**src/rtl/txdl_pkg.sv**
```systemverilog
// constants and types shared by the transmit descriptor list engine
package txdl_pkg;

  // descriptor layout: four words, the first three fetched in one burst
  localparam int unsigned DESC_WORDS = 4;
  localparam logic [2:0] RD_LEN_DESC = 3'h3;
  localparam logic [2:0] RD_LEN_DATA = 3'h1;
  localparam logic [31:0] WB_OFFSET = 32'h0000_000C;

  // word zero fields
  localparam int unsigned FE_BIT = 31;
  localparam int unsigned HOLD_BIT = 30;
  localparam int unsigned HI_BIT = 29;
  localparam int unsigned CNT_LSB = 16;
  localparam int unsigned CNT_W = 13;

  // word three: completion flag
  localparam int unsigned CMPL_BIT = 30;
  localparam logic [31:0] WB_WORD = 32'h0000_0001 << CMPL_BIT;

  // reset values
  localparam logic [31:0] ADDR_RST = 32'h0000_0000;
  localparam logic [12:0] REM_RST = 13'h0000;

  // transmit fifo entry: data, valid byte count, frame end tag
  localparam int unsigned BYTES_W = 3;
  localparam int unsigned FIFO_DEPTH = 16;
  localparam int unsigned FIFO_WIDTH = 32 + BYTES_W + 1;

  typedef enum logic [8:0]
  {
    S_IDLE = 9'h001,
    S_DREQ = 9'h002,
    S_DRD  = 9'h004,
    S_CHK  = 9'h008,
    S_XREQ = 9'h010,
    S_XRD  = 9'h020,
    S_PUSH = 9'h040,
    S_WB   = 9'h080,
    S_NEXT = 9'h100
  } txdl_state_t;

  function automatic logic [31:0] txdl_word_align(input logic [31:0] addr);
    return {addr[31:2], 2'h0};
  endfunction

endpackage

```
**src/rtl/txdl_dma.sv**
```systemverilog
// transmit descriptor list engine of one channel
`timescale 1ns/1ps
module txdl_dma
(
  input wire logic i_clk,
  input wire logic i_reset_n,
  input wire logic i_init_tx_cmd,
  input wire logic i_tx_poll_cmd,
  input wire logic i_tx_reset_cmd,
  input wire logic i_list_end_mode,
  input wire logic [31:0] i_base_addr,
  input wire logic [31:0] i_last_tx_desc_addr,
  input wire logic i_last_addr_wr,
  input wire logic [31:0] i_branch_tx_desc_addr,
  output logic o_mem_rd_req,
  output logic [31:0] o_mem_rd_addr,
  output logic [2:0] o_mem_rd_len,
  input wire logic i_mem_rd_ack,
  input wire logic i_mem_rd_valid,
  input wire logic [31:0] i_mem_rd_data,
  output logic o_mem_wr_req,
  output logic [31:0] o_mem_wr_addr,
  output logic [31:0] o_mem_wr_data,
  input wire logic i_mem_wr_ack,
  output logic o_fifo_valid,
  output logic [31:0] o_fifo_data,
  output logic [2:0] o_fifo_bytes,
  output logic o_fifo_frame_end,
  input wire logic i_fifo_ready,
  output logic o_active,
  output logic [31:0] o_cur_desc_addr,
  output logic o_irq,
  output logic o_irq_host,
  output logic o_irq_err
);

  txdl_pkg::txdl_state_t state;
  logic [31:0] cur_addr;
  logic [31:0] link;
  logic [31:0] data_ptr;
  logic [12:0] remain;
  logic frame_end_flag;
  logic hold_flag;
  logic host_irq_request;
  logic [1:0] beat;
  logic parked;
  logic abort_pend;
  logic abort_is_reset;
  logic push_valid;
  logic [31:0] push_data;
  logic [2:0] push_bytes;
  logic push_fe;
  logic fifo_in_ready;
  logic [31:0] al_data;
  logic [2:0] al_bytes;
  logic abort_cmd;

  assign o_cur_desc_addr = cur_addr;
  // an init or transmitter reset command while busy is taken as an abort of the descriptor in hand
  assign abort_cmd = (i_tx_reset_cmd || i_init_tx_cmd) && (state != txdl_pkg::S_IDLE);

  txdl_aligner u_aligner
  (
    .i_word(i_mem_rd_data),
    .i_offset(data_ptr[1:0]),
    .i_remain(remain),
    .o_data(al_data),
    .o_bytes(al_bytes)
  );

  txdl_fifo
  #(
    .WIDTH(txdl_pkg::FIFO_WIDTH),
    .DEPTH(txdl_pkg::FIFO_DEPTH)
  )
  u_fifo
  (
    .i_clk(i_clk),
    .i_reset_n(i_reset_n),
    .i_in_valid(push_valid),
    .o_in_ready(fifo_in_ready),
    .i_in_data({push_fe, push_bytes, push_data}),
    .o_out_valid(o_fifo_valid),
    .o_out_data({o_fifo_frame_end, o_fifo_bytes, o_fifo_data}),
    .i_out_ready(i_fifo_ready)
  );

  // abort bookkeeping; a new command beats the clear in the same cycle
  always_ff @(posedge i_clk)
  begin
    if (!i_reset_n)
    begin
      abort_pend <= 1'b0;
      abort_is_reset <= 1'b0;
    end
    else if (abort_cmd)
    begin
      abort_pend <= 1'b1;
      abort_is_reset <= i_tx_reset_cmd;
    end
    else if (state == txdl_pkg::S_NEXT || state == txdl_pkg::S_IDLE)
    begin
      // a command caught while parking must not abort the next start
      abort_pend <= 1'b0;
      abort_is_reset <= 1'b0;
    end
  end

  // main sequencer
  always_ff @(posedge i_clk)
  begin
    if (!i_reset_n)
    begin
      state <= txdl_pkg::S_IDLE;
      cur_addr <= txdl_pkg::ADDR_RST;
      link <= txdl_pkg::ADDR_RST;
      data_ptr <= txdl_pkg::ADDR_RST;
      remain <= txdl_pkg::REM_RST;
      frame_end_flag <= 1'b0;
      hold_flag <= 1'b0;
      host_irq_request <= 1'b0;
      beat <= 2'h0;
      parked <= 1'b0;
    end
    else
    begin
      unique case (state)
        txdl_pkg::S_IDLE:
        begin
          if (i_init_tx_cmd)
          begin
            cur_addr <= txdl_pkg::txdl_word_align(i_base_addr);
            parked <= 1'b0;
            state <= txdl_pkg::S_DREQ;
          end
          else if (parked && (i_tx_poll_cmd || i_last_addr_wr))
          begin
            // resume at the saved link: the parked descriptor's, or the branch address after a transmitter reset
            cur_addr <= txdl_pkg::txdl_word_align(link);
            parked <= 1'b0;
            state <= txdl_pkg::S_DREQ;
          end
        end
        txdl_pkg::S_DREQ:
        begin
          beat <= 2'h0;
          state <= txdl_pkg::S_DRD;
        end
        txdl_pkg::S_DRD:
        begin
          if (i_mem_rd_valid)
          begin
            beat <= beat + 2'h1;
            unique case (beat)
              2'h0:
              begin
                frame_end_flag <= i_mem_rd_data[txdl_pkg::FE_BIT];
                hold_flag <= i_mem_rd_data[txdl_pkg::HOLD_BIT];
                host_irq_request <= i_mem_rd_data[txdl_pkg::HI_BIT];
                remain <= i_mem_rd_data[txdl_pkg::CNT_LSB +: txdl_pkg::CNT_W];
              end
              2'h1:
              begin
                link <= i_mem_rd_data;
              end
              default:
              begin
                data_ptr <= i_mem_rd_data;
                state <= txdl_pkg::S_CHK;
              end
            endcase
          end
        end
        txdl_pkg::S_CHK:
        begin
          if (abort_pend || abort_cmd)
          begin
            state <= txdl_pkg::S_WB;
          end
          else if (remain == txdl_pkg::REM_RST)
          begin
            // empty section: a lone frame end still goes through the fifo
            state <= frame_end_flag ? txdl_pkg::S_PUSH : txdl_pkg::S_WB;
          end
          else
          begin
            state <= txdl_pkg::S_XREQ;
          end
        end
        txdl_pkg::S_XREQ:
        begin
          if (abort_pend || abort_cmd)
          begin
            state <= txdl_pkg::S_WB;
          end
          else if (fifo_in_ready)
          begin
            state <= txdl_pkg::S_XRD;
          end
        end
        txdl_pkg::S_XRD:
        begin
          // an abort waits for the outstanding word so no beat is left behind
          if (i_mem_rd_valid)
          begin
            data_ptr <= data_ptr + 32'(al_bytes);
            remain <= remain - 13'(al_bytes);
            state <= txdl_pkg::S_PUSH;
          end
        end
        txdl_pkg::S_PUSH:
        begin
          if (abort_pend || abort_cmd)
          begin
            state <= txdl_pkg::S_WB;
          end
          else if (fifo_in_ready)
          begin
            state <= (remain == txdl_pkg::REM_RST) ? txdl_pkg::S_WB : txdl_pkg::S_XREQ;
          end
        end
        txdl_pkg::S_WB:
        begin
          if (o_mem_wr_req && i_mem_wr_ack)
          begin
            state <= txdl_pkg::S_NEXT;
          end
        end
        txdl_pkg::S_NEXT:
        begin
          if (abort_pend)
          begin
            // the link read for this descriptor is ignored
            link <= i_branch_tx_desc_addr;
            cur_addr <= txdl_pkg::txdl_word_align(i_branch_tx_desc_addr);
            parked <= abort_is_reset;
            state <= abort_is_reset ? txdl_pkg::S_IDLE : txdl_pkg::S_DREQ;
          end
          else if (!i_list_end_mode && hold_flag)
          begin
            parked <= 1'b1;
            state <= txdl_pkg::S_IDLE;
          end
          else if (i_list_end_mode && (cur_addr == i_last_tx_desc_addr))
          begin
            parked <= 1'b1;
            state <= txdl_pkg::S_IDLE;
          end
          else
          begin
            cur_addr <= txdl_pkg::txdl_word_align(link);
            state <= txdl_pkg::S_DREQ;
          end
        end
      endcase
    end
  end

  // memory read port: request held until acknowledged
  always_ff @(posedge i_clk)
  begin
    if (!i_reset_n)
    begin
      o_mem_rd_req <= 1'b0;
      o_mem_rd_addr <= txdl_pkg::ADDR_RST;
      o_mem_rd_len <= 3'h0;
    end
    else if (o_mem_rd_req && i_mem_rd_ack)
    begin
      o_mem_rd_req <= 1'b0;
    end
    else if (state == txdl_pkg::S_DREQ)
    begin
      o_mem_rd_req <= 1'b1;
      o_mem_rd_addr <= cur_addr;
      o_mem_rd_len <= txdl_pkg::RD_LEN_DESC;
    end
    else if (state == txdl_pkg::S_XREQ && fifo_in_ready && !abort_pend && !abort_cmd)
    begin
      o_mem_rd_req <= 1'b1;
      o_mem_rd_addr <= txdl_pkg::txdl_word_align(data_ptr);
      o_mem_rd_len <= txdl_pkg::RD_LEN_DATA;
    end
  end

  // fifo load; the frame end tag rides on the entry that empties the section
  always_ff @(posedge i_clk)
  begin
    if (!i_reset_n)
    begin
      push_valid <= 1'b0;
      push_data <= 32'h0000_0000;
      push_bytes <= 3'h0;
      push_fe <= 1'b0;
    end
    else if (state == txdl_pkg::S_XRD && i_mem_rd_valid && !abort_pend && !abort_cmd)
    begin
      push_valid <= 1'b1;
      push_data <= al_data;
      push_bytes <= al_bytes;
      push_fe <= frame_end_flag && ({10'h000, al_bytes} == remain);
    end
    else if (state == txdl_pkg::S_CHK && remain == txdl_pkg::REM_RST && frame_end_flag
             && !abort_pend && !abort_cmd)
    begin
      push_valid <= 1'b1;
      push_data <= 32'h0000_0000;
      push_bytes <= 3'h0;
      push_fe <= 1'b1;
    end
    else if (fifo_in_ready || abort_pend || abort_cmd)
    begin
      push_valid <= 1'b0;
    end
  end

  // write-back of the fourth word
  always_ff @(posedge i_clk)
  begin
    if (!i_reset_n)
    begin
      o_mem_wr_req <= 1'b0;
      o_mem_wr_addr <= txdl_pkg::ADDR_RST;
      o_mem_wr_data <= 32'h0000_0000;
    end
    else if (o_mem_wr_req && i_mem_wr_ack)
    begin
      o_mem_wr_req <= 1'b0;
    end
    else if (state == txdl_pkg::S_WB && !o_mem_wr_req)
    begin
      o_mem_wr_req <= 1'b1;
      o_mem_wr_addr <= cur_addr + txdl_pkg::WB_OFFSET;
      o_mem_wr_data <= txdl_pkg::WB_WORD;
    end
  end

  // interrupt pulses and activity flag
  always_ff @(posedge i_clk)
  begin
    if (!i_reset_n)
    begin
      o_irq <= 1'b0;
      o_irq_host <= 1'b0;
      o_irq_err <= 1'b0;
      o_active <= 1'b0;
    end
    else
    begin
      o_active <= (state != txdl_pkg::S_IDLE);
      o_irq_err <= (state == txdl_pkg::S_CHK) && (remain == txdl_pkg::REM_RST)
                   && !frame_end_flag && !abort_pend && !abort_cmd;
      // only a section that ran to its end earns the host interrupt
      o_irq_host <= (state == txdl_pkg::S_WB) && o_mem_wr_req && i_mem_wr_ack
                    && host_irq_request && !abort_pend;
      o_irq <= ((state == txdl_pkg::S_CHK) && (remain == txdl_pkg::REM_RST)
                && !frame_end_flag && !abort_pend && !abort_cmd)
               || ((state == txdl_pkg::S_WB) && o_mem_wr_req && i_mem_wr_ack
                   && host_irq_request && !abort_pend);
    end
  end

  AST_DESC_BURST:
    assert property (@(posedge i_clk) disable iff (!i_reset_n)
      state == txdl_pkg::S_DREQ |=> o_mem_rd_req && o_mem_rd_len == txdl_pkg::RD_LEN_DESC
        && o_mem_rd_addr == cur_addr)
    else $error("descriptor fetch is not a three word burst at the current address");

  AST_WORD_ALIGNED:
    assert property (@(posedge i_clk) disable iff (!i_reset_n)
      o_mem_rd_req || o_mem_wr_req |-> o_mem_rd_addr[1:0] == 2'h0 && o_mem_wr_addr[1:0] == 2'h0)
    else $error("memory access not word aligned");

  AST_WRITE_BACK:
    assert property (@(posedge i_clk) disable iff (!i_reset_n)
      $rose(o_mem_wr_req) |-> o_mem_wr_addr == cur_addr + txdl_pkg::WB_OFFSET
        && o_mem_wr_data[txdl_pkg::CMPL_BIT] && $past(state == txdl_pkg::S_WB))
    else $error("write-back word wrong");

  AST_IDLE_NO_FETCH:
    assert property (@(posedge i_clk) disable iff (!i_reset_n)
      state == txdl_pkg::S_IDLE && !i_init_tx_cmd && !i_tx_poll_cmd && !i_last_addr_wr
        |=> state == txdl_pkg::S_IDLE)
    else $error("fetch started without a command");

  AST_HOLD_PARKS:
    assert property (@(posedge i_clk) disable iff (!i_reset_n)
      state == txdl_pkg::S_NEXT && !abort_pend && !i_list_end_mode && hold_flag
        |=> state == txdl_pkg::S_IDLE ##1 !o_active)
    else $error("hold flag did not park the channel");

  AST_LAST_PARKS:
    assert property (@(posedge i_clk) disable iff (!i_reset_n)
      state == txdl_pkg::S_NEXT && !abort_pend && i_list_end_mode
        && cur_addr == i_last_tx_desc_addr |=> state == txdl_pkg::S_IDLE && parked)
    else $error("last address match did not park the channel");

  AST_BRANCH_LINK:
    assert property (@(posedge i_clk) disable iff (!i_reset_n)
      state == txdl_pkg::S_NEXT && !abort_pend && !hold_flag && !i_list_end_mode
        |=> state == txdl_pkg::S_DREQ && cur_addr == {$past(link[31:2]), 2'h0})
    else $error("branch did not follow the link");

  AST_ABORT_BRANCH:
    assert property (@(posedge i_clk) disable iff (!i_reset_n)
      state == txdl_pkg::S_NEXT && abort_pend |=> link == $past(i_branch_tx_desc_addr))
    else $error("abort did not take the branch address");

  AST_EMPTY_ERROR:
    assert property (@(posedge i_clk) disable iff (!i_reset_n)
      state == txdl_pkg::S_CHK && remain == 13'h0000 && !frame_end_flag
        && !abort_pend && !abort_cmd |=> o_irq_err && o_irq ##1 !o_irq_err)
    else $error("empty descriptor did not raise the error interrupt");

  AST_HOST_IRQ:
    assert property (@(posedge i_clk) disable iff (!i_reset_n)
      o_irq_host |-> $past(host_irq_request) && remain == 13'h0000 && o_irq)
    else $error("host interrupt before the section finished");

  AST_FE_LAST:
    assert property (@(posedge i_clk) disable iff (!i_reset_n)
      push_valid && push_fe |-> remain == 13'h0000 && frame_end_flag)
    else $error("frame end tag on an entry that is not the last");

endmodule

```
**src/rtl/txdl_aligner.sv**
```systemverilog
// drops the leading bytes of a fetched word and sizes the useful part
`timescale 1ns/1ps
module txdl_aligner
(
  input wire logic [31:0] i_word,
  input wire logic [1:0] i_offset,
  input wire logic [12:0] i_remain,
  output logic [31:0] o_data,
  output logic [2:0] o_bytes
);

  logic [2:0] room;

  always_comb
  begin
    room = 3'h4 - {1'b0, i_offset};
    // lowest address sits in bits 7:0, so a right shift discards bytes below the start
    o_data = i_word >> {i_offset, 3'h0};
    if ({10'h000, room} > i_remain)
    begin
      o_bytes = i_remain[2:0];
    end
    else
    begin
      o_bytes = room;
    end
  end

endmodule

```
**src/rtl/txdl_fifo.sv**
```systemverilog
// synchronous fifo with a registered head word
`timescale 1ns/1ps
module txdl_fifo
#(
  parameter int unsigned WIDTH = 36,
  parameter int unsigned DEPTH = 16
)
(
  input wire logic i_clk,
  input wire logic i_reset_n,
  input wire logic i_in_valid,
  output logic o_in_ready,
  input wire logic [WIDTH-1:0] i_in_data,
  output logic o_out_valid,
  output logic [WIDTH-1:0] o_out_data,
  input wire logic i_out_ready
);

  localparam int unsigned AW = $clog2(DEPTH);

  logic [WIDTH-1:0] mem [DEPTH];
  logic [AW-1:0] wr_ptr;
  logic [AW-1:0] rd_ptr;
  logic [AW:0] count;
  logic do_wr;
  logic do_rd;

  assign o_in_ready = (count != (AW+1)'(DEPTH));
  assign do_wr = i_in_valid && o_in_ready;
  // the head register refills whenever it is empty or being taken and the fifo still holds an entry
  assign do_rd = (count != '0) && (!o_out_valid || i_out_ready);

  always_ff @(posedge i_clk)
  begin
    if (do_wr)
    begin
      mem[wr_ptr] <= i_in_data;
    end
  end

  always_ff @(posedge i_clk)
  begin
    if (!i_reset_n)
    begin
      wr_ptr <= '0;
      rd_ptr <= '0;
      count <= '0;
    end
    else
    begin
      if (do_wr)
      begin
        wr_ptr <= wr_ptr + AW'(1);
      end
      if (do_rd)
      begin
        rd_ptr <= rd_ptr + AW'(1);
      end
      count <= count + (AW+1)'(do_wr) - (AW+1)'(do_rd);
    end
  end

  always_ff @(posedge i_clk)
  begin
    if (!i_reset_n)
    begin
      o_out_valid <= 1'b0;
      o_out_data <= '0;
    end
    else if (do_rd)
    begin
      o_out_valid <= 1'b1;
      o_out_data <= mem[rd_ptr];
    end
    else if (i_out_ready)
    begin
      o_out_valid <= 1'b0;
    end
  end

  AST_FIFO_NO_OVERRUN:
    assert property (@(posedge i_clk) disable iff (!i_reset_n)
      count == (AW+1)'(DEPTH) && i_in_valid |=> $stable(wr_ptr))
    else $error("fifo accepted a word while full");

endmodule

```
**config.mk**
```make
export PLATFORM = sky130hd
export DESIGN_NAME = txdl_dma
export DESIGN_NICKNAME = d
export VERILOG_FILES = /design/src/rtl/txdl_pkg.sv /design/src/rtl/txdl_dma.sv /design/src/rtl/txdl_aligner.sv /design/src/rtl/txdl_fifo.sv
export SDC_FILE = /design/constraint.sdc
export NUM_CORES = 1
export LEC_CHECK = 0
export CAP_MARGIN = 20
export CORE_ASPECT_RATIO = 1.4
export CORE_MARGIN = 5
export CORE_UTILIZATION = 25
export CTS_CLUSTER_SIZE = 28
export DETAILED_ROUTE_END_ITERATION = 12
export DONT_BUFFER_PORTS = 1
export GPL_ROUTABILITY_DRIVEN = 1
export SLEW_MARGIN = 20
export SYNTH_ARGS = -nofsm -noshare
export SYNTH_HDL_FRONTEND = slang
export SYNTH_HIERARCHICAL = 1
export SYNTH_SLANG_ARGS = --single-unit
export TNS_END_PERCENT = 1
```
**constraint.sdc**
```tcl
create_clock -name i_clk -period 4.93 [get_ports i_clk]
set_input_delay 0 -clock i_clk [delete_from_list [all_inputs] [get_ports i_clk]]
set_output_delay 0 -clock i_clk [all_outputs]
set_load 0.01 [all_outputs]
```
After elaboration in Yosys (flattened, before gate mapping)
Memory sizes are Yosys's and may differ from the RTL's. A register that Yosys moved wholly into a read port is not among the register bits.
Cells that the tools add are included.
Word-level totals
  bits in registers: 251
  RAM bits: 576
  output and inout bits: 174
  word-level logic and storage cells: 207
  memories: 1
Memories
  u_fifo.mem: words 16, bits a word 36, read ports 1, clocked after memory_dff 1, write ports 1, line txdl_fifo.sv:21  | logic [WIDTH-1:0] mem [DEPTH];
Operators by class
  add/subtract/negate cells: 9
  order comparisons: 1
  eq/ne operators: 27
  shifts and indexed selects: 1
  multiplexer cells: 68
  bitwise operators: 3
  reductions and logical operators: 67
Operators by type and width (count)
  $mux W32: 15
  $pmux W32 S2: 3
  $mux W9: 10
  $pmux W9 S9: 1
  $mux W13: 3
  $add A32 B3 Y32: 1
  $add A32 B4 Y32 const B: 1
  $eq A32 B32 Y1: 1
  $mux W8: 4
  $shr A32 B5 Y32: 1
  $logic_and A1 B1 Y1: 27
  $pmux W13 S2: 1
  $mux W1: 19
  $reduce_and A4 Y1: 4
  $reduce_bool A2 Y1: 8
  $mux W3: 5
  $eq A3 B13 Y1: 1
  $gt A3 B13 Y1: 1
  $logic_not A13 Y1: 1
  $sub A13 B3 Y13: 1
  $ne A2 B2 Y1 const B: 6
  $ne A3 B3 Y1 const B: 4
  $mux W2: 5
  $eq A9 B1 Y1 const B: 1
  31 further kinds: 52

Logic depth before layout (Yosys ltp)
  depth after elaboration: 7
  depth in mapped cells: 19
  mapped depth without buffers: 16

Modules after synthesis
Netlist, hierarchy kept.
Modules (own cells, without submodules)
  txdl_fifo: instances 1, cells each 1061, area each 23670.2 um^2
  txdl_dma: instances 1, cells each 1436, area each 11791.3 um^2
  txdl_aligner: instances 1, cells each 102, area each 661.9 um^2

Worst setup path after synthesis
No wires, ideal clock.
  path type: reg-to-reg
  start: reg data_ptr[0]
  end: reg data_ptr[22]
  setup time: 74 ps
  data arrival time: 4127 ps
  setup slack: 729 ps
  cell stages (with the launch flop): 20
  period minus slack after synthesis: 4201 ps
  cells stage by stage: dfxtp_1 buf_2 buf_4 buf_4 inv_1 ha_1 ha_1 nor2b_1 o21ai_0 a21oi_2 mux2_2 ha_1 inv_1 fa_1 nor2b_1 o211ai_1 nor3_1 nand2_1 or4_1 a31oi_1
Between the ends
  cells in the longest elaborated chain, start to end: 6
RTL lines
  start: declaration: line txdl_dma.sv:40  | logic [31:0] data_ptr;
  start signal: assignment: line txdl_dma.sv:117  | data_ptr <= txdl_pkg::ADDR_RST;
  start signal: assignment: line txdl_dma.sv:168  | data_ptr <= i_mem_rd_data;
  start signal: assignment: line txdl_dma.sv:206  | data_ptr <= data_ptr + 32'(al_bytes);
  $sub A3 B2 Y3 *: line txdl_aligner.sv:16  | room = 3'h4 - {1'b0, i_offset};
  $gt A3 B13 Y1: line txdl_aligner.sv:19  | if ({10'h000, room} > i_remain)
  $mux W3 *: line txdl_aligner.sv:19
  named net al_bytes[0]: line txdl_dma.sv:55  | logic [2:0] al_bytes;
  $add A32 B3 Y32 *: line txdl_dma.sv:206
  $mux W32 *: line txdl_dma.sv:204  | if (i_mem_rd_valid)
  $pmux W32 S2 *: line txdl_dma.sv:127  | unique case (state)
The timed path passes the listed nets; every way through them passes the cells marked *. The select of a mux whose other input is x is not followed.
A chain may end at the register's enable or synchronous reset.

Worst setup path in the final report
Ends and elaborated chain as after synthesis.

==> metrics.md <==
| Metric | Value |
|---|---|
| Run status | finished clean |
| Critical Path Max Stage Delay | 0.43 ns |
| Aggregate global routing overflow | 0 |
| Launching point of the worst reg2reg path | data_ptr[0] |
| Total length of routed wires | 104000 µm |
| Final-report hold violation count | 0 |
| Proportion of synthesized flip-flops having asynchronous set or reset | 0% |
| Most repeated library cell on the critical path | sky130_fd_sc_hd__ha_1 |
| Area added between synthesis and finish | 18.5% |
| Cell Rows | 165 |
| Hold crit path type | in2reg |
| Number of distinct library cell variants in the gate-level netlist after synthesis | 83 |
| Post-CTS Resized | 0 |
| Minimum clock period | 4.17 ns |
| Netlist area before placement | 36100 µm² |
| Top fanout value on the critical path | 9 |
| Area share of the largest cell type after synthesis | 47.9% |
| Worst Path Required | 5.48 ns |
| Critical path launch point type | flop |
| Gr busiest metal | met2 |
| Total instance count after detailed placement | 4392 |
| DP HPWL | 66600 µm |
| DRC marker count from the first detailed-route iteration | 1728 |
| Clock network latency to the later pin of the worst-skew pair | 0.65 ns |
| Max-capacitance violation count | 0 |
| Htree depth | 3 |
| Final-report setup violation count | 0 |
| Combinational Power Share | 15.0% |
| Post-Route Skew | 0.0239 ns |
| Sink count of the clock tree | 854 |
| Cts bufs inserted | 91 |
| Placeable core area | 144000 µm² |
| First-pass DRT Iterations | 5 |
| Global routing usage summed across all routing layers | 13.1% |
| Number of enable flip-flop cells after synthesis | 576 |
| Beginning of the worst hold path | i_mem_rd_data[24] |
| Global routing usage on met1 | 16.0% |
| Post-synth top flop | sky130_fd_sc_hd__edfxtp_1 |
| Critical path endpoint category | flop |
| Die height | 460 µm |
| Number of antenna violations at the first check in global routing | 7 |
| Pint | 13.1 mW |
| Gate Count Post-Synth | 2599 |
| Library cell occupying the most area in the post-synthesis netlist | sky130_fd_sc_hd__edfxtp_1 |
| Highest Clock Rate | 240 MHz |
| Fraction of the yosys area taken by sequential cells | 63.3% |
| Unrepaired setup endpoints after global routing | false |
| Wire length of the first global-routing pass | 154000 µm |
| Total via count after detailed routing | 23000 |
| Worst Path Arrival | 4.72 ns |
| Cell with the largest stage delay on the worst path | sky130_fd_sc_hd__or4_1 |
| Count of pins over their slew limit | 0 |
| Slew at the pin with the worst max-slew slack | 1.09 ns |
| Vias per cell | 4.86 |
| I/O Buffers | 0 |
| Most common cell after layout, fill and taps aside | sky130_fd_sc_hd__edfxtp_1 |
| Gp weighted congestion | 0.901 |
| Starting density of the core | 25.1% |
| Cell-by-cell trace of the critical path | inv_1 -> ha_1 -> ha_1 -> nand3_1 -> nand4_1 -> a21oi_2 -> mux2_2 -> ha_1 -> inv_1 -> fa_1 -> nor2b_1 -> o211ai_1 -> buf_4 -> nor3_1 -> nand2_1 -> or4_1 -> a31oi_1 |
| Leakage power summed over all cells | 13.1 nW |
| Syn_area_per_cell | 13.9 µm² |
| Number of synthesis warnings | 6 |
| Ports placed on the boundary | 313 |
| Share of total power in sequential cells | 47.0% |
| IR Drop Worst-Case VDD | 0.268 mV |
| Clock input transition at the sequential cells of the worst setup and hold paths | 0.06 ns |
| Pwr/cell area | 412 nW/µm² |
| DR DRC count | 0 |
| Launching element of the worst setup path | data_ptr[0] |
| Clock tree from TritonCTS | done |
| Share of total power in the clock network | 38.0% |
| Number of nets in the final layout | 2889 |
| Maximum number of pins on one net before global-route repair | 116 |
| Biggest area contributors in the synthesized netlist | sky130_fd_sc_hd__edfxtp_1, sky130_fd_sc_hd__dfxtp_1, sky130_fd_sc_hd__mux4_2, sky130_fd_sc_hd__mux2i_1, sky130_fd_sc_hd__nand2_1 |
| Fraction of final layout cells sized beyond drive strength 1 | 16.2% |
| Routed Antenna Nets | 0 |
| GRT met2 Usage | 22.1% |
| Met3 Resource Use GR | 3.47% |
| WL/cell | 21.9 µm |
| Die width | 331 µm |
| Path type of the worst setup path | reg2reg |
| Maximum buffer depth of the clock tree | 3 |
| Synthesis-stage register bit count | 854 |
| Final total negative setup slack | 0 ns |
| Die Footprint | 152000 µm² |
| Slew margin rel. | 27.3% |
| Final Non-Filler Cells | 4727 |
| Final clock period utilization by the worst path | 84.6% |
| Switching share of power | 25.9% |
| Via count of the first global-routing pass | 23500 |
| Switching power | 4.58 mW |
| Most frequent cells in the layout | sky130_fd_sc_hd__edfxtp_1, sky130_fd_sc_hd__dfxtp_1, sky130_fd_sc_hd__nand2_1 |
| Root buf cell | sky130_fd_sc_hd__clkbuf_16 |
| Setup Buffers After CTS | 0 |
-- sequential cells by signal, summed over array words and instances (netlist names), 2 cells and up --
signal and count:
u_fifo/mem 576, u_fifo/o_out_data 36, data_ptr 32, push_data 32
link 30, o_cur_desc_addr 30, o_mem_rd_addr 30, o_mem_wr_addr 30
remain 13, state 9, u_fifo/count 5, u_fifo/rd_ptr 4
u_fifo/wr_ptr 4, push_bytes 3, beat 2, o_mem_rd_len 2
-- timing repair --
item                       CTS  global route
hold buffers               158             0
setup endpoints to repair    0             0
hold endpoints to repair   185             0
-- power by group through the flow --
stage	logic [mW]	clock network, mW	registers [mW]
after floorplan	2.24	0	8.08
after global placement	2.51	0	8.46
after detailed placement	2.54	0	8.46
after CTS	2.68	6.89	8.31
after global routing	2.88	7.18	8.34
final	2.65	6.71	8.29
-- cell usage after synthesis (6+ instances only) --
master,instances
sky130_fd_sc_hd__nand3_1,27
sky130_fd_sc_hd__o21ai_1,11
sky130_fd_sc_hd__nand2b_1,12
sky130_fd_sc_hd__and3_1,11
sky130_fd_sc_hd__nand4_1,25
sky130_fd_sc_hd__buf_1,7
sky130_fd_sc_hd__and4_1,11
sky130_fd_sc_hd__clkbuf_1,126
sky130_fd_sc_hd__buf_4,52
sky130_fd_sc_hd__inv_1,39
sky130_fd_sc_hd__ha_1,24
sky130_fd_sc_hd__o221a_2,32
sky130_fd_sc_hd__dfxtp_1,278
sky130_fd_sc_hd__a211oi_1,43
sky130_fd_sc_hd__o31ai_1,6
sky130_fd_sc_hd__or3_1,8
sky130_fd_sc_hd__a21o_1,6
sky130_fd_sc_hd__a21oi_1,89
sky130_fd_sc_hd__o21a_1,11
sky130_fd_sc_hd__and2_1,17
sky130_fd_sc_hd__a31oi_1,12
sky130_fd_sc_hd__mux4_2,144
sky130_fd_sc_hd__a311oi_1,41
sky130_fd_sc_hd__mux2_2,39
sky130_fd_sc_hd__mux2i_1,90
sky130_fd_sc_hd__buf_6,7
sky130_fd_sc_hd__edfxtp_1,576
sky130_fd_sc_hd__nand2_1,205
sky130_fd_sc_hd__nor2_1,190
sky130_fd_sc_hd__nor3_1,32
sky130_fd_sc_hd__nor2b_1,18
sky130_fd_sc_hd__or4_1,8
sky130_fd_sc_hd__a221o_1,37
sky130_fd_sc_hd__nor4_1,23
sky130_fd_sc_hd__a22o_1,35
sky130_fd_sc_hd__xnor2_1,22
sky130_fd_sc_hd__buf_2,31
sky130_fd_sc_hd__xor2_1,46
sky130_fd_sc_hd__o22ai_1,29
sky130_fd_sc_hd__o21ai_0,100
-- metal layers --
metal / vias to the layer above / wire length [µm]
li1: 10200 / -
met2: 895 / 49700
met3: 191 / 8250
met5: - / 0
met4: 0 / 4120
met1: 11700 / 41400
-- critical path: cells and delay by family (launching register included) --
family / cells / cell delay, ns
buf+inv: 3 / 0.30
mux: 1 / 0.23
fa+ha+maj: 4 / 1.15
simple gates: 6 / 1.55
compound gates: 3 / 0.53
flops: 1 / 0.32
-- area by class of cell --
type                            instances  area (µm²)
Timing Repair Buffer                  217        2120
Sequential cell                       854       22900
Clock buffer                          134        2550
Fill cell                           14500      101000
Antenna cell                            9        22.5
Multi-Input combinational cell       1518       12300
Clock inverter                         34         398
Inverter                               41         155
Tap cell                             1920        2400
-- final timing paths --
path,slack [ns],cells past startpoint,endpoint
setup / recovery,0.76,17,data_ptr[22]
hold / removal,0.07,3,link[24]
setup reg to reg,0.76,17,data_ptr[22]
hold reg to reg,0.46,2,beat[1]
-- through the flow --
step | hold slack [ns] | utilization [%] | setup slack, ns | total power [mW] | cell area (µm²)
finish | 0.0660 | 29.7 | 0.758 | 17.6 | 42800
global route | 0.0549 | 29.7 | 0.515 | 18.4 | 42800
CTS | 0.00461 | 29.7 | 0.790 | 17.9 | 42800
detailed placement | 0.139 | 26.5 | 0.837 | 11.0 | 38200
global placement | 0.125 | 26.5 | 0.851 | 11.0 | 38200
floorplan | 0.118 | - | 0.729 | 10.3 | 36300
-- cell families (layout without fill, tap and decap cells) --
kind of cell,Yosys count,count (layout),share of synthesized area [%]
adders and majority gates,27,27,0.998
AOI/OAI and AO/OA,491,491,9.66
and+or+nand+nor,621,621,8.17
xor gates and xnor gates,68,68,1.65
other,1,47,0.0104
muxes,273,273,12.7
DFF,854,854,63.3
buffers and inverters,264,426,3.54
Note: power is estimated with default switching activity, not from simulation.
